[config.mk]
export PLATFORM = sky130hd
export DESIGN_NAME = bseq_burst_sequencer
export DESIGN_NICKNAME = d
export VERILOG_FILES = /design/src/rtl/bseq_pkg.sv /design/src/rtl/bseq_burst_sequencer.sv
export SDC_FILE = /design/constraint.sdc
export NUM_CORES = 1
export LEC_CHECK = 0
export BUFFER_PORTS_ARGS = -buffer_cell sky130_fd_sc_hd__buf_2
export CELL_PAD_IN_SITES_DETAIL_PLACEMENT = 1
export CELL_PAD_IN_SITES_GLOBAL_PLACEMENT = 1
export CORE_MARGIN = 2
export CORE_UTILIZATION = 45
export DETAILED_ROUTE_END_ITERATION = 8
export HOLD_SLACK_MARGIN = 0.12
export PLACE_DENSITY_LB_ADDON = 0.1
export SETUP_SLACK_MARGIN = 0.3
export SLEW_MARGIN = 20
export SYNTH_ARGS = -nofsm -noshare
export SYNTH_HDL_FRONTEND = slang
export SYNTH_SLANG_ARGS = --single-unit
[constraint.sdc]
create_clock -name pclk -period 4.4 [get_ports pclk]
set_clock_uncertainty 0.2 [all_clocks]
set_input_delay 0.88 -clock pclk [delete_from_list [all_inputs] [get_ports pclk]]
set_output_delay 0.88 -clock pclk [all_outputs]
set_load 0.01 [all_outputs]
[src/rtl/bseq_pkg.sv]
// Package of register map, field layout, reset values and timing for the burst sequencer.
package bseq_pkg;
    localparam logic [7:0] OFF_CTRL   = 8'h00;
    localparam logic [7:0] OFF_FREQ   = 8'h04;
    localparam logic [7:0] OFF_PHASE  = 8'h08;
    localparam logic [7:0] OFF_CYCLES = 8'h0c;
    localparam logic [7:0] OFF_PERIOD = 8'h10;
    localparam logic [7:0] OFF_COUNT  = 8'h14;
    localparam logic [7:0] OFF_DELAY  = 8'h18;
    localparam logic [7:0] OFF_MANUAL = 8'h1c;
    localparam logic [7:0] OFF_STATUS = 8'h20;

    localparam int CTRL_EN        = 0;
    localparam int CTRL_GATED     = 1;
    localparam int CTRL_SRC       = 2;
    localparam int CTRL_EDGE_FALL = 4;
    localparam int CTRL_POL_POS   = 5;
    localparam int CTRL_TOUT      = 6;
    localparam int CTRL_HOLD      = 8;
    localparam int CTRL_INF       = 10;
    localparam int CTRL_W         = 11;

    localparam logic [1:0] SRC_INT    = 2'h0;
    localparam logic [1:0] SRC_EXT    = 2'h1;
    localparam logic [1:0] SRC_MAN    = 2'h2;
    localparam logic [1:0] TOUT_UP    = 2'h1;
    localparam logic [1:0] TOUT_DOWN  = 2'h2;
    localparam logic [1:0] HOLD_START = 2'h0;

    localparam logic [10:0] CTRL_RST   = 11'h020;
    localparam logic [15:0] FREQ_RST   = 16'h0100;
    localparam logic [15:0] PHASE_RST  = 16'h0000;
    localparam logic [15:0] CYCLES_RST = 16'h0001;
    localparam logic [31:0] PERIOD_RST = 32'h0000_1000;
    localparam logic [15:0] COUNT_RST  = 16'h0001;
    localparam logic [31:0] DELAY_RST  = 32'h0000_0000;

    localparam int CLK_PERIOD_NS  = 25;
    localparam int MIN_DELAY_NS   = 75;
    localparam int TRIG_PULSE_NS  = 100;
    localparam logic [31:0] MIN_DELAY_CYC =
        32'((MIN_DELAY_NS + CLK_PERIOD_NS - 1) / CLK_PERIOD_NS);
    localparam logic [3:0] TRIG_PULSE_CYC =
        4'((TRIG_PULSE_NS + CLK_PERIOD_NS - 1) / CLK_PERIOD_NS);

    typedef enum logic [1:0] {ST_IDLE, ST_DELAY, ST_BURST, ST_GAP} bseq_state_t;
endpackage

[src/rtl/bseq_burst_sequencer.sv]
// Burst sequencer with APB registers that gates a phase-accumulator carrier.
// Behaviour
// - Counted-cycle burst emits exactly the programmed whole carrier cycles, then stops.
// - Gated burst passes carrier only while gate is active at chosen polarity.
// - Cycle count acts only in counted type; polarity only in gated type.
// - Internal source restarts burst trains repeatedly from an internal timer.
// - Burst period is the interval between successive burst train starts.
// - External source starts a burst on each trigger edge detected while the sequencer is idle.
// - A setting selects rising or falling external edge as trigger.
// - Each manual trigger request made while idle starts exactly one burst sequence; requests while busy are dropped.
// - Infinite cycle count keeps the carrier running after the trigger.
// - Every burst begins at the programmed start phase.
// - Programmed delay separates trigger from burst head, never below hardware latency.
// - Internal or manual source gives trigger output off, rising or falling aligned.
// - After a burst the output holds start value, end value or offset.
module bseq_burst_sequencer (
    input  wire logic        pclk,
    input  wire logic        presetn,
    input  wire logic [7:0]  paddr,
    input  wire logic        psel,
    input  wire logic        penable,
    input  wire logic        pwrite,
    input  wire logic [31:0] pwdata,
    output logic      [31:0] prdata,
    output logic             pready,
    output logic             pslverr,
    input  wire logic        ext_trig_in,
    output logic             carrier_on,
    output logic      [15:0] carrier_phase,
    output logic      [1:0]  hold_mode,
    output logic             trig_out,
    output logic             busy
);
    logic [10:0]             ctrl_q;
    logic [15:0]             freq_q;
    logic [15:0]             phase_start_q;
    logic [15:0]             cycles_q;
    logic [31:0]             period_q;
    logic [15:0]             count_q;
    logic [31:0]             delay_q;
    logic                    manual_q;
    logic [31:0]             prdata_q;
    logic                    pready_q;
    logic                    pslverr_q;
    logic                    ext_s1_q;
    logic                    ext_s2_q;
    logic                    ext_s3_q;
    logic                    ext_lvl_q;
    logic                    ext_prev_q;
    bseq_pkg::bseq_state_t   state_q;
    logic [31:0]             dly_cnt_q;
    logic [31:0]             per_cnt_q;
    logic [15:0]             cyc_cnt_q;
    logic [15:0]             trains_q;
    logic [15:0]             phase_q;
    logic                    carrier_on_q;
    logic [3:0]              tout_cnt_q;
    logic                    trig_out_q;

    logic                    enable;
    logic                    counted_cycle_burst;
    logic [1:0]              src;
    logic                    run;
    logic                    gate_act;
    logic                    ext_edge;
    logic                    trig_req;
    logic                    burst_start;
    logic                    burst_end;
    logic                    wrap;
    logic [16:0]             phase_sum;
    logic [16:0]             cyc_next;
    logic                    wr_en;
    logic                    setup;
    logic [31:0]             rd_mux;
    logic                    rd_hit;

    assign enable              = ctrl_q[bseq_pkg::CTRL_EN];
    assign counted_cycle_burst = ~ctrl_q[bseq_pkg::CTRL_GATED];
    assign src                 = ctrl_q[bseq_pkg::CTRL_SRC +: 2];
    assign run                 = enable & counted_cycle_burst;
    assign setup               = psel & ~penable;
    assign wr_en               = psel & penable & pready_q & pwrite;

    ////////////////////////////////////////////////////////////////////////////////
    // APB slave. The read word is latched in the setup cycle so prdata is a flop.
    always_comb begin
        rd_hit = 1'b1;
        rd_mux = 32'h0000_0000;
        case (paddr)
            bseq_pkg::OFF_CTRL:   rd_mux = {21'h000000, ctrl_q};
            bseq_pkg::OFF_FREQ:   rd_mux = {16'h0000, freq_q};
            bseq_pkg::OFF_PHASE:  rd_mux = {16'h0000, phase_start_q};
            bseq_pkg::OFF_CYCLES: rd_mux = {16'h0000, cycles_q};
            bseq_pkg::OFF_PERIOD: rd_mux = period_q;
            bseq_pkg::OFF_COUNT:  rd_mux = {16'h0000, count_q};
            bseq_pkg::OFF_DELAY:  rd_mux = delay_q;
            bseq_pkg::OFF_MANUAL: rd_mux = 32'h0000_0000;
            bseq_pkg::OFF_STATUS: rd_mux = {13'h0000, state_q, carrier_on_q, trains_q};
            default:              rd_hit = 1'b0;
        endcase
    end

    always_ff @(posedge pclk or negedge presetn) begin
        if (!presetn) begin
            pready_q  <= 1'b0;
            pslverr_q <= 1'b0;
            prdata_q  <= 32'h0000_0000;
        end else begin
            pready_q  <= setup;
            pslverr_q <= setup & ~rd_hit;
            if (setup) begin
                prdata_q <= pwrite ? 32'h0000_0000 : rd_mux;
            end
        end
    end

    always_ff @(posedge pclk or negedge presetn) begin
        if (!presetn) begin
            ctrl_q        <= bseq_pkg::CTRL_RST;
            freq_q        <= bseq_pkg::FREQ_RST;
            phase_start_q <= bseq_pkg::PHASE_RST;
            cycles_q      <= bseq_pkg::CYCLES_RST;
            period_q      <= bseq_pkg::PERIOD_RST;
            count_q       <= bseq_pkg::COUNT_RST;
            delay_q       <= bseq_pkg::DELAY_RST;
            manual_q      <= 1'b0;
        end else begin
            manual_q <= wr_en && paddr == bseq_pkg::OFF_MANUAL && pwdata[0];
            if (wr_en) begin
                case (paddr)
                    bseq_pkg::OFF_CTRL:   ctrl_q        <= pwdata[bseq_pkg::CTRL_W-1:0];
                    bseq_pkg::OFF_FREQ:   freq_q        <= pwdata[15:0];
                    bseq_pkg::OFF_PHASE:  phase_start_q <= pwdata[15:0];
                    bseq_pkg::OFF_CYCLES: cycles_q      <= pwdata[15:0];
                    bseq_pkg::OFF_PERIOD: period_q      <= pwdata;
                    bseq_pkg::OFF_COUNT:  count_q       <= pwdata[15:0];
                    bseq_pkg::OFF_DELAY:  delay_q       <= pwdata;
                    default: ;
                endcase
            end
        end
    end

    ////////////////////////////////////////////////////////////////////////////////
    // External trigger or gate: three-stage synchroniser, level accepted when stages 2 and 3 agree.
    always_ff @(posedge pclk or negedge presetn) begin
        if (!presetn) begin
            ext_s1_q   <= 1'b0;
            ext_s2_q   <= 1'b0;
            ext_s3_q   <= 1'b0;
            ext_lvl_q  <= 1'b0;
            ext_prev_q <= 1'b0;
        end else begin
            ext_s1_q   <= ext_trig_in;
            ext_s2_q   <= ext_s1_q;
            ext_s3_q   <= ext_s2_q;
            ext_prev_q <= ext_lvl_q;
            if (ext_s2_q == ext_s3_q) begin
                ext_lvl_q <= ext_s3_q;
            end
        end
    end

    assign ext_edge = ctrl_q[bseq_pkg::CTRL_EDGE_FALL] ? (ext_prev_q & ~ext_lvl_q)
                                                       : (ext_lvl_q & ~ext_prev_q);
    assign gate_act = ctrl_q[bseq_pkg::CTRL_POL_POS] ? ext_lvl_q : ~ext_lvl_q;

    always_comb begin
        case (src)
            bseq_pkg::SRC_INT: trig_req = 1'b1;
            bseq_pkg::SRC_EXT: trig_req = ext_edge;
            bseq_pkg::SRC_MAN: trig_req = manual_q;
            default:           trig_req = 1'b0;
        endcase
    end

    ////////////////////////////////////////////////////////////////////////////////
    // Sequencer.
    assign phase_sum = {1'b0, phase_q} + {1'b0, freq_q};
    assign wrap      = carrier_on_q & phase_sum[16];
    assign cyc_next  = {1'b0, cyc_cnt_q} + 17'h00001;
    assign burst_start = run && ((state_q == bseq_pkg::ST_DELAY && dly_cnt_q == 32'h1)
                              || (state_q == bseq_pkg::ST_GAP && per_cnt_q == 32'h0));
    assign burst_end = run && state_q == bseq_pkg::ST_BURST && wrap
                       && !ctrl_q[bseq_pkg::CTRL_INF] && cyc_next >= {1'b0, cycles_q};

    always_ff @(posedge pclk or negedge presetn) begin
        if (!presetn) begin
            state_q   <= bseq_pkg::ST_IDLE;
            dly_cnt_q <= 32'h0000_0000;
            per_cnt_q <= 32'h0000_0000;
            cyc_cnt_q <= 16'h0000;
            trains_q  <= 16'h0000;
        end else if (!run) begin
            state_q <= bseq_pkg::ST_IDLE;
        end else begin
            if (per_cnt_q != 32'h0) begin
                per_cnt_q <= per_cnt_q - 32'h1;
            end
            if (burst_start) begin
                per_cnt_q <= (period_q > 32'h1) ? period_q - 32'h1 : 32'h0;
                cyc_cnt_q <= 16'h0000;
            end else if (wrap) begin
                cyc_cnt_q <= cyc_next[15:0];
            end
            case (state_q)
                bseq_pkg::ST_IDLE: if (trig_req) begin
                    state_q <= bseq_pkg::ST_DELAY;
                    dly_cnt_q <= (delay_q > bseq_pkg::MIN_DELAY_CYC) ? delay_q
                                                                     : bseq_pkg::MIN_DELAY_CYC;
                    trains_q <= (count_q == 16'h0) ? 16'h0001 : count_q;
                end
                bseq_pkg::ST_DELAY: begin
                    dly_cnt_q <= dly_cnt_q - 32'h1;
                    if (burst_start) begin
                        state_q <= bseq_pkg::ST_BURST;
                    end
                end
                bseq_pkg::ST_BURST: if (burst_end) begin
                    if (src == bseq_pkg::SRC_INT || trains_q > 16'h1) begin
                        state_q  <= bseq_pkg::ST_GAP;
                        trains_q <= (src == bseq_pkg::SRC_INT) ? trains_q : trains_q - 16'h1;
                    end else begin
                        state_q  <= bseq_pkg::ST_IDLE;
                        trains_q <= 16'h0000;
                    end
                end
                bseq_pkg::ST_GAP: if (burst_start) begin
                    state_q <= bseq_pkg::ST_BURST;
                end
                default: state_q <= bseq_pkg::ST_IDLE;
            endcase
        end
    end

    ////////////////////////////////////////////////////////////////////////////////
    // Carrier gate and phase accumulator.
    always_ff @(posedge pclk or negedge presetn) begin
        if (!presetn) begin
            carrier_on_q <= 1'b0;
            phase_q      <= bseq_pkg::PHASE_RST;
        end else begin
            if (!enable) begin
                carrier_on_q <= 1'b0;
            end else if (!counted_cycle_burst) begin
                carrier_on_q <= gate_act;
            end else if (burst_start) begin
                carrier_on_q <= 1'b1;
            end else if (burst_end) begin
                carrier_on_q <= 1'b0;
            end
            if ((burst_start) || (enable && !counted_cycle_burst && gate_act && !carrier_on_q)) begin
                phase_q <= phase_start_q;
            end else if (burst_end && ctrl_q[bseq_pkg::CTRL_HOLD +: 2] == bseq_pkg::HOLD_START) begin
                phase_q <= phase_start_q;
            end else if (carrier_on_q) begin
                phase_q <= phase_sum[15:0];
            end
        end
    end

    // trigger output
    // Ext source disables the output because the edge already comes from outside.
    always_ff @(posedge pclk or negedge presetn) begin
        if (!presetn) begin
            tout_cnt_q <= 4'h0;
            trig_out_q <= 1'b0;
        end else begin
            if (burst_start) begin
                tout_cnt_q <= bseq_pkg::TRIG_PULSE_CYC;
            end else if (tout_cnt_q != 4'h0) begin
                tout_cnt_q <= tout_cnt_q - 4'h1;
            end
            if (src == bseq_pkg::SRC_EXT || !run) begin
                trig_out_q <= 1'b0;
            end else if (ctrl_q[bseq_pkg::CTRL_TOUT +: 2] == bseq_pkg::TOUT_UP) begin
                trig_out_q <= burst_start | (tout_cnt_q > 4'h1);
            end else if (ctrl_q[bseq_pkg::CTRL_TOUT +: 2] == bseq_pkg::TOUT_DOWN) begin
                trig_out_q <= ~(burst_start | (tout_cnt_q > 4'h1));
            end else begin
                trig_out_q <= 1'b0;
            end
        end
    end

    assign prdata        = prdata_q;
    assign pready        = pready_q;
    assign pslverr       = pslverr_q;
    assign carrier_on    = carrier_on_q;
    assign carrier_phase = phase_q;
    assign hold_mode     = ctrl_q[bseq_pkg::CTRL_HOLD +: 2];
    assign trig_out      = trig_out_q;
    assign busy          = (state_q != bseq_pkg::ST_IDLE);
endmodule // bseq_burst_sequencer

==> results of run 1 <==
==> how the worst min path moves through the flow <==
stage,endpoint,cells past startpoint
CTS,ext_s2_q$_DFF_PN0_,0
detailed placement,ext_s2_q$_DFF_PN0_,0
floorplan,ext_s2_q$_DFF_PN0_,0
global placement,ext_s2_q$_DFF_PN0_,0
global route,ext_s2_q$_DFF_PN0_,0
finish,ext_s2_q$_DFF_PN0_,0
==> sequential cells by signal, indices dropped and copies added (netlist names), 32 cells and up <==
signal and cells:
delay_q 32, dly_cnt_q 32, per_cnt_q 32, period_q 32, prdata 32
==> stage by stage <==
| step | area (sq um) | utilization [%] | hold WS [ns] |
|---|---|---|---|
| after CTS | 18880 | 51.93 | 0.1518 |
| after detailed placement | 17600 | 48.42 | 0.1395 |
| final | 18940 | 52.12 | 0.1496 |
| after floorplan | 16500 | - | 0.1312 |
| after global placement | 17600 | 48.42 | 0.1395 |
| after global routing | 18940 | 52.12 | 0.1637 |
==> logic make-up after synthesis <==
| kind of cell | Yosys count | share of synthesized area, % |
|---|---|---|
| adders and majority gates | 46 | 3.518 |
| buffers and inverters | 129 | 3.252 |
| AOI/OAI and AO/OA | 468 | 17.81 |
| muxes | 155 | 10.48 |
| DFF | 299 | 45.37 |
| xor gates and xnor gates | 65 | 3.449 |
| and+or+nand+nor | 541 | 16.12 |
==> area by class of cell <==
| cell class | count | area (sq um) | area share [%] |
|---|---|---|---|
| clock buffer | 51 | 1069 | 5.641 |
| timing repair buffer | 144 | 885.9 | 4.676 |
| multi-input combinational | 1275 | 8610 | 45.45 |
| clock inverter | 14 | 157.7 | 0.8322 |
| sequential | 299 | 7490 | 39.54 |
| tap | 468 | 585.6 | 3.091 |
| inverter | 39 | 146.4 | 0.7728 |
==> power groups by stage <==
stage | Sequential [mW] | Combinational [mW] | Clock (mW)
after floorplan | 2.90 | 0.360 | 0
after global placement | 2.92 | 0.577 | 0
after detailed placement | 2.92 | 0.596 | 0
after CTS | 2.87 | 0.599 | 3.14
after global routing | 2.88 | 0.669 | 3.24
final | 2.88 | 0.596 | 3.09
==> layout by cell type (no fill, tap or decap), drive strengths merged, types with 10 or more instances in the layout <==
cell type	synthesis	final
a21oi	117	117
a22o	25	25
a22oi	61	61
buf	28	144
clkbuf	62	51
dfrtp	294	294
ha	44	44
inv	38	40
mux2	142	142
mux2i	13	13
nand2	143	143
nand3	45	45
nand4	14	14
nor2	141	141
nor2b	11	11
nor3	64	64
nor4	39	39
o21ai	153	153
o22ai	19	19
o31ai	15	15
or2	10	10
or3	26	26
xnor2	27	27
xor2	38	38
==> what timing repair did <==
item	CTS	global route
endpoints found under the setup margin	32	18
setup buffers	1	1
resized for setup	11	12
hold buffers	0	0
cloned	0	0
pin swaps	0	0
==> routing by layer <==
layer	GRT usage, %	part of all wire (%)	vias up
met1	40.92	45	7366
met3	3.679	4.6	89
met5	0	0.030	-
met4	9.980	3.1	2
met2	50.20	48	390
li1	-	-	6462
==> qor.csv, run 1 <==
stage;metric;value;unit
synthesis;ys_top_cells_by_count;dfrtp_1 (294), mux2_2 (141), nand2_1 (141), nor2_1 (140), o21ai_0 (123);
clock_tree;clkTransAtPathRegs;0.06;ns
placement;gp_congestion;0.8918;
setup_path;cpPeakStageDelay;0.75;ns
drt;drtIter0Drc;1023;
setup_path;critPathBufInv;1;
grt;grt_usage;30.13;%
sta;grt_setup_unrepaired;false;
cells_and_area;final_nets;1886;
sta;setup_slack;0.4791;ns
setup_path;ff2ff_setup_slack;0.48;ns
grt;grt_pass1_wl;88.90;mm
synthesis;syn_inst;1703;
floorplan;die_h;195.5;um
sta;setup-violations-final;0;
synthesis;synth.most_common_cell;dfrtp_1;
floorplan;pin_count;101;
drt;wl_per_cell;25.04;um
sta;fin_crit;3.921;ns
cells_and_area;diodes;0;
run;drv_cap;0;
clock_tree;root_buffer;clkbuf_16;
synthesis;ys_ff_latch;299;
synthesis;synth.avg_cell_area;9.691;sq um
sta;report.final.slew_viol_count;0;
clock_tree;cts_tree;done;
synthesis;synth.area.top_cells;dfrtp_1 (45%), mux2_2 (9.6%), o21ai_0 (3.7%);
min_path;min-delay-start;ext_s1_q$_DFF_PN0_;
grt;grt_max_degree;103;
sta;report.final.hold_viol_count;0;
placement;dp_hpwl;41.98;mm
setup_path;path_cells;ha_1 -> fa_1 -> a211oi_1 -> o21ai_0 -> nand3_1 -> a21boi_1 -> o31a_1 -> a31oi_2 -> buf_4 -> o31ai_1 -> o21ai_0;
pwr;p_seq_share;43.8;%
synthesis;yosysTopAreaCellShare;44.58;%
min_path;min_path_type;reg -> reg;
floorplan;core;36350;sq um
sta;tns;0;ns
clock_tree;cts_buffers;36;
synthesis;synth_nets;1794;
clock_tree;clkLatencyLatePin;0.54;ns
setup_path;crit_arrival;4.11;ns
placement;place_ws;-0.03299;ns
pwr;switching_share;25.61;%
setup_path;crit_required;4.59;ns
cells_and_area;area.growth.synth_to_final;14.78;%
drt;drc_errors;0;
setup_path;cp-start-kind;flop;
placement;post-place-cells;2223;
clock_tree;cts_htree_levels;2;
grt;overflow;0;
setup_path;crit_type;reg -> reg;
setup_path;timing.rr.start;freq_q[0]$_DFFE_PN0P_;
drt;routed_via_density;6.248;
floorplan;row_count;70;
clock_tree;cts.sinks;299;
sta;timing.fmax;0.2550;GHz
synthesis;synth_cell_types;81;
floorplan;dieArea;38220;sq um
setup_path;critical_path.max_fanout;13;
pwr;switching_power;1.681;mW
synthesis;ys.flop_type;dfrtp_1;
setup_path;worstReg2RegEnd;trains_q[6]$_DFFE_PN0P_;
floorplan;initial_core_util;45.41;%
grt;grt_pass1_vias;14700;
pwr;vdd_ir_drop_max;0.0002846;V
synthesis;async_reset_ff_share;100.0;%
sta;min_period_over_period;89.11;%
sta;tightest_slew;0.9114;ns
outcome;status;finished, final reports clean;
setup_path;end_kind;flop;
floorplan;chipWidth;195.5;um
pwr;intPower;4.882;mW
setup_path;cpLargestDelayFamily;compound AO/OA/AOI/OAI gates;
synthesis;synth_top_cell_by_area;dfrtp_1;
pwr;cellLeakagePower;8.948;nW
pwr;cellPowerDensity;346.4;nW/um^2
placement;port_buffers;100;
cells_and_area;fillCellCount;4090;
synthesis;ys_seq_area_share;45.37;%
clock_tree;cts_buffer_depth;3;
setup_path;crit_top_cell;o21ai_0;
pwr;pwr-share-clk;47.1;%
setup_path;startpoint;freq_q[0]$_DFFE_PN0P_;
setup_path;critPathCapture;trains_q[6]$_DFFE_PN0P_;
synthesis;synth_edf_count;0;
synthesis;yosysWarnings;0;
synthesis;syn-cell-area;16500;sq um
drt;vias;14310;
grt;antenna_found_initial;1;
setup_path;path_depth;11;
cells_and_area;drive_above_1_share;21.90;%
pwr;power.total;6.562;mW
cells_and_area;stdcell_count;2290;
drt;first_pass_iters;6;
sta;relSlewSlack;39.24;%
setup_path;critPathSlowestCell;o31a_1;
setup_path;ff2ff_path_depth;11;
drt;wirelength;57.34;mm
drt;antenna_left;0;
pwr;combPwrFrac;9.1;%
No activity file was read; power rests on OpenSTA's default activity.
==> run 2: changes to the inputs <==
Clock period 4.4 ns to 4.6 ns, I/O delays scaled along.
==> qor.csv, run 2 (synthesis results as in run 1) <==
stage;metric;value;unit;change
setup_path;crit_required;4.89;ns;was 4.59 ns
setup_path;ff2ff_setup_slack;0.50;ns;was 0.48 ns
cells_and_area;area.growth.synth_to_final;14.53;%;was 14.78%
drt;wl_per_cell;25.16;um;was 25.04 um
grt;use_met1;41.56;%;was 40.92%
floorplan;die_h;195.5;um;unchanged
sta;fin_crit;4.100;ns;was 3.921 ns
sta;timing.fmax;0.2439;GHz;was 0.2550 GHz
clock_tree;root_buffer;clkbuf_16;;unchanged
pwr;cellLeakagePower;8.941;nW;was 8.948 nW
setup_path;cp-start-kind;flop;;unchanged
setup_path;timing.rr.start;cyc_cnt_q[0]$_DFFE_PN0P_;;was freq_q[0]$_DFFE_PN0P_
setup_path;crit_type;reg -> reg;;unchanged
setup_path;path_cells;nand3_1 -> or2_2 -> nor3_4 -> and3_1 -> and3_2 -> xor2_1 -> ha_1 -> nand4_1 -> nor2_1 -> a211oi_1 -> o21ai_0 -> o211ai_1 -> o211ai_2 -> or4b_2 -> nand3_1;;was ha_1 -> fa_1 -> a211oi_1 -> o21ai_0 -> nand3_1 -> a21boi_1 -> o31a_1 -> a31oi_2 -> buf_4 -> o31ai_1 -> o21ai_0
setup_path;startpoint;cyc_cnt_q[0]$_DFFE_PN0P_;;was freq_q[0]$_DFFE_PN0P_
outcome;status;finished, final reports clean;;unchanged
floorplan;pin_count;101;;unchanged
sta;report.final.slew_viol_count;0;;unchanged
grt;overflow;0;;unchanged
clock_tree;postCtsSetupRepairBufs;0;;was 1
floorplan;row_count;70;;unchanged
min_path;min_path_type;reg -> reg;;unchanged
drt;wirelength;57.46;mm;was 57.34 mm
clock_tree;clkLatencyLatePin;0.55;ns;was 0.54 ns
cells_and_area;drive_above_1_share;21.53;%;was 21.90%
drt;first_pass_iters;7;;was 6
grt;gr-usage-met2;49.85;%;was 50.20%
cells_and_area;fillCellCount;4073;;was 4090
sta;grt_setup_unrepaired;false;;unchanged
placement;port_buffers;100;;unchanged
clock_tree;clkTransAtPathRegs;0.06;ns;about the same
drt;antenna_left;0;;unchanged
floorplan;dieArea;38220;sq um;unchanged
setup_path;cpPeakStageDelay;0.65;ns;was 0.75 ns
clock_tree;cts_buffer_depth;3;;unchanged
cells_and_area;final_common_cell;dfrtp_1;;unchanged
sta;setup_slack;0.5003;ns;was 0.4791 ns
grt;antenna_found_initial;1;;unchanged
floorplan;chipWidth;195.5;um;unchanged
drt;drtIter0Drc;974;;was 1023
drt;vias;14290;;was 14310
floorplan;initial_core_util;45.41;%;unchanged
sta;report.final.hold_viol_count;0;;unchanged
grt;busiest_layer;met2;;unchanged
grt;grt_pass1_vias;14840;;was 14700
sta;setup-violations-final;0;;unchanged
setup_path;critPathSlowestCell;or4b_2;;was o31a_1
setup_path;end_kind;flop;;unchanged
cells_and_area;utilization;52.00;%;was 52.12%
drt;drc_errors;0;;unchanged
clock_tree;cts_tree;done;;unchanged
cells_and_area;diodes;0;;unchanged
setup_path;critical_path.max_fanout;4;;was 13
pwr;vdd_ir_drop_max;0.0002011;V;was 0.0002846 V
sta;holdWs;0.1528;ns;was 0.1496 ns
pwr;cellPowerDensity;336.7;nW/um^2;was 346.4 nW/um^2
min_path;min-delay-start;ext_s1_q$_DFF_PN0_;;unchanged
placement;place_ws;0.1710;ns;was -0.03299 ns
clock_tree;cts_htree_levels;2;;unchanged
drt;routed_via_density;6.257;;was 6.248
sta;min_period_over_period;89.12;%;was 89.11%
cells_and_area;final_nets;1880;;was 1886
placement;post-place-cells;2218;;was 2223
clock_tree;cts_buffers;37;;was 36
grt;grt_use_met3;4.473;%;was 3.679%
sta;tightest_slew;0.8831;ns;was 0.9114 ns
clock_tree;cts.sinks;299;;unchanged
placement;gp_congestion;0.9049;;was 0.8918
sta;relSlewSlack;41.13;%;was 39.24%
setup_path;crit_arrival;4.39;ns;was 4.11 ns
cells_and_area;final_cell_mix;dfrtp_1 (292), nand2_1 (141), mux2_2 (141);;was dfrtp_1 (293), nand2_1 (141), mux2_2 (141)
placement;dp_hpwl;41.37;mm;was 41.98 mm
sta;tns;0;ns;unchanged
grt;grt_pass1_wl;89.72;mm;was 88.90 mm
floorplan;core;36350;sq um;unchanged
setup_path;crit_top_cell;nand3_1;;was o21ai_0
grt;grt_usage;30.60;%;was 30.13%
grt;grt_max_degree;108;;was 103
cells_and_area;stdcell_count;2284;;was 2290
run;drv_cap;0;;unchanged
## run 2: cell count changes in the layout (fill, tap and decap cells not counted), sizes merged
cell	delta
buf	-7
clkbuf	+3
clkinvlp	-1
inv	-1
## run 2: repair_timing
action	in CTS	in global routing
endpoints found under the setup margin	14	30
cloned	0	0
resized for setup	4	12
hold buffers	0	0
pin swaps	0	0
## run 2: report_power, final
| part | internal (mW) | leakage, nW | switching [mW] |
|---|---|---|---|
| sequential | 2.68 | 4.13 | 0.0651 |
| clock | 1.87 | 0.633 | 1.18 |
| combinational | 0.187 | 4.18 | 0.373 |
| total | 4.75 | 8.94 | 1.62 |
## run 2: path summary, 6_finish.rpt
check	endpoint	cells past startpoint
worst max-delay path	carrier_phase[15]$_DFFE_PN0P_	15
worst min-delay path	ext_s2_q$_DFF_PN0_	0
worst max register to register	carrier_phase[15]$_DFFE_PN0P_	15
worst min register to register	ext_s2_q$_DFF_PN0_	0
max in group asynchronous	period_q[12]$_DFFE_PN1P_	2
min in group asynchronous	dly_cnt_q[21]$_DFFE_PN0P_	1
## run 2: worst max-delay path, delay by kind of cell, from the launching register on
kind | cells | cell delay [ns]
AO/OA/AOI/OAI | 4 | 0.77
flip-flops | 1 | 0.41
XOR/XNOR | 1 | 0.16
adder cells (fa/ha/maj) | 1 | 0.27
AND/OR/NAND/NOR | 9 | 2.21
## run 2: layout make-up
type / count / area, sq um / area share (%)
flip-flops and latches: 299 / 7491 / 39.63
clock buffers: 54 / 1132 / 5.991
multi-input cells: 1275 / 8563 / 45.30
well taps: 468 / 585.6 / 3.098
clock inverters: 12 / 141.4 / 0.7480
repair buffers: 137 / 842.1 / 4.455
inverters: 39 / 146.4 / 0.7745
## run 2: per-layer routing
metal	wire (um)	vias up	share of wire [%]
met5	0	-	0
met4	2042	0	3.6
met3	2736	107	4.8
met2	27100	410	47
met1	25580	7335	45
li1	-	6440	-
## run 2: stage by stage
step	instance area [sq um]	power [mW]
6_report	18900	6.364
3_3_place_gp	17570	3.338
3_5_place_dp	17570	3.356
2_1_floorplan	16500	3.118
4_1_cts	18860	6.419
5_1_grt	18900	6.608
==> run 3: changes to the inputs <==
Settings changed: RECOVER_POWER from default to 100.
==> qor.csv, run 3 (synthesis results as in run 1) <==
stage;metric;value;unit;change
clock_tree;cts_htree_levels;2;;unchanged
clock_tree;clkTransAtPathRegs;0.06;ns;about the same
sta;setup_slack;0.3306;ns;was 0.5003 ns
pwr;intPower;4.745;mW;was 4.746 mW
drt;wl_per_cell;25.16;um;about the same
floorplan;chipWidth;195.5;um;unchanged
cells_and_area;fillCellCount;4092;;was 4073
setup_path;critical_path.max_fanout;20;;was 4
drt;drtIter0Drc;860;;was 974
cells_and_area;seq_area;7491;sq um;unchanged
grt;overflow;0;;unchanged
grt;grt_usage;30.60;%;unchanged
floorplan;pin_count;101;;unchanged
cells_and_area;drive_above_1_share;17.18;%;was 21.53%
sta;tns;0;ns;unchanged
clock_tree;postCtsHoldBufs;0;;unchanged
floorplan;initial_core_util;45.41;%;unchanged
min_path;min-delay-start;ext_s1_q$_DFF_PN0_;;unchanged
cells_and_area;final_cell_mix;dfrtp_1 (292), o21ai_0 (147), nand2_1 (141), mux2_2 (141), nor2_1 (138);;was dfrtp_1 (292), nand2_1 (141), mux2_2 (141)
grt;grt_pass1_wl;89.72;mm;unchanged
setup_path;timing.rr.start;state_q[0]$_DFFE_PN0P_;;was cyc_cnt_q[0]$_DFFE_PN0P_
sta;fin_crit;4.269;ns;was 4.100 ns
floorplan;dieArea;38220;sq um;unchanged
grt;grt_pass1_vias;14840;;unchanged
clock_tree;cts.sinks;299;;unchanged
cells_and_area;area.growth.synth_to_final;13.49;%;was 14.53%
drt;drc_errors;0;;unchanged
grt;antenna_found_initial;1;;unchanged
sta;timing.fmax;0.2342;GHz;was 0.2439 GHz
floorplan;row_count;70;;unchanged
pwr;p_seq_share;43.3;%;was 43.2%
sta;holdWs;0.1527;ns;was 0.1528 ns
pwr;combPwrFrac;8.8;%;about the same
pwr;power.total;6.359;mW;was 6.364 mW
clock_tree;cts_buffer_depth;3;;unchanged
drt;vias;14250;;was 14290
placement;postPlaceCellArea;17570;sq um;unchanged
drt;wirelength;57.47;mm;was 57.46 mm
sta;grt_setup_unrepaired;false;;unchanged
drt;routed_via_density;6.240;;was 6.257
drt;antenna_left;0;;unchanged
pwr;vdd_ir_drop_max;0.0002030;V;was 0.0002011 V
cells_and_area;stdcell_count;2284;;unchanged
grt;grt_max_degree;108;;unchanged
min_path;min_path_type;reg -> reg;;unchanged
floorplan;core;36350;sq um;unchanged
min_path;hold_end;ext_s2_q$_DFF_PN0_;;unchanged
cells_and_area;diodes;0;;unchanged
cells_and_area;final_nets;1880;;unchanged
setup_path;crit_arrival;4.48;ns;was 4.39 ns
cells_and_area;multi_input_area;8518;sq um;was 8563 sq um
pwr;cellPowerDensity;339.5;nW/um^2;was 336.7 nW/um^2
sta;report.final.slew_viol_count;182;;was 0
sta;min_period_over_period;92.81;%;was 89.12%
setup_path;ff2ff_path_depth;7;;was 15
min_path;holdPathStages;0;;unchanged
clock_tree;cts_buffers;37;;unchanged
sta;tightest_slew;2.939;ns;was 0.8831 ns
setup_path;end_kind;flop;;unchanged
clock_tree;root_buffer;clkbuf_16;;unchanged
outcome;violations;max-capacitance violations, max-slew violations;;
cells_and_area;utilization;51.53;%;was 52.00%
pwr;switching_share;25.38;%;was 25.43%
placement;dp_hpwl;41.37;mm;unchanged
drt;first_pass_iters;7;;unchanged
clock_tree;clkLatencyLatePin;0.55;ns;about the same
placement;port_buffers;100;;unchanged
pwr;pwr-share-clk;48.0;%;about the same
cells_and_area;final_common_cell;dfrtp_1;;unchanged
placement;gp_congestion;0.9049;;unchanged
setup_path;ff2ff_setup_slack;0.33;ns;was 0.50 ns
setup_path;crit_type;reg -> reg;;unchanged
sta;setup-violations-final;0;;unchanged
clock_tree;cts_tree;done;;unchanged
setup_path;cp-start-kind;flop;;unchanged
setup_path;worstReg2RegEnd;trig_out$_DFF_PN0_;;was carrier_phase[15]$_DFFE_PN0P_
outcome;status;finished with violations;;was finished, final reports clean
sta;report.final.hold_viol_count;0;;unchanged
floorplan;die_h;195.5;um;unchanged
run;drv_cap;3;;was 0
cells_and_area;fin_area;18730;sq um;was 18900 sq um
placement;place_ws;0.1710;ns;unchanged
pwr;cellLeakagePower;8.642;nW;was 8.941 nW
sta;relSlewSlack;-95.93;%;was 41.13%
setup_path;crit_required;4.82;ns;was 4.89 ns
pwr;switching_power;1.614;mW;was 1.618 mW
placement;post-place-cells;2218;;unchanged
## run 3: cell count changes in the layout (fill, tap and decap cells not counted), moves of 13 or more
| cell | change |
|---|---|
| clkbuf_1 | +67 |
| buf_4 | -13 |
| o21ai_1 | -23 |
| o21ai_0 | +24 |
| buf_2 | -55 |
## run 3: worst max path at each step
| stage | from | endpoint | slack [ns] | cells after the start |
|---|---|---|---|---|
| 2_1_floorplan | cyc_cnt_q[0]$_DFFE_PN0P_ | trains_q[12]$_DFFE_PN0P_ | 0.61 | 18 |
| 3_3_place_gp | cyc_cnt_q[0]$_DFFE_PN0P_ | trains_q[1]$_DFFE_PN0P_ | 0.34 | 16 |
| 3_5_place_dp | cyc_cnt_q[0]$_DFFE_PN0P_ | trains_q[1]$_DFFE_PN0P_ | 0.17 | 17 |
| 4_1_cts | cyc_cnt_q[0]$_DFFE_PN0P_ | trains_q[1]$_DFFE_PN0P_ | 0.35 | 17 |
| 5_1_grt | state_q[0]$_DFFE_PN0P_ | dly_cnt_q[7]$_DFFE_PN0P_ | 0.16 | 8 |
| 6_report | state_q[0]$_DFFE_PN0P_ | trig_out$_DFF_PN0_ | 0.33 | 7 |
## run 3: worst max-delay path: stages (launching register included)
cell      delay (ns)
dfrtp_1         0.43
clkbuf_1        0.92
nand2_1         0.43
o32ai_4         0.44
and2_0          0.95
nor4_1          0.21
mux2i_1         0.19
nor3_1          0.36
## run 3: routing by layer
metal | track usage [%] | share of wire [%] | up-vias
met3 | 4.473 | 4.0 | 104
met2 | 49.85 | 47 | 365
li1 | - | - | 6439
met5 | 0 | 0 | -
met4 | 11.28 | 3.6 | 0
met1 | 41.56 | 45 | 7345
## run 3: timing repair
item | 4_1_cts | 5_1_grt
endpoints found under the setup margin | 14 | 30
pin swaps | 0 | 0
buffers inserted | 0 | 0
gates resized for setup | 4 | 12
## run 3: layout make-up
cell class | count | share of cell area (%)
repair buffers | 137 | 3.821
inverters | 39 | 0.7816
well taps | 468 | 3.126
clock buffers | 54 | 6.045
clock inverters | 12 | 0.7548
flip-flops and latches | 299 | 39.99
multi-input cells | 1275 | 45.48
## run 3: power groups by stage
stage,Clock (mW),Sequential [mW],Combinational [mW]
after floorplan,0,2.77,0.345
after global placement,0,2.79,0.545
after detailed placement,0,2.80,0.561
after CTS,3.10,2.75,0.566
after global routing,3.21,2.76,0.636
final,3.05,2.75,0.558
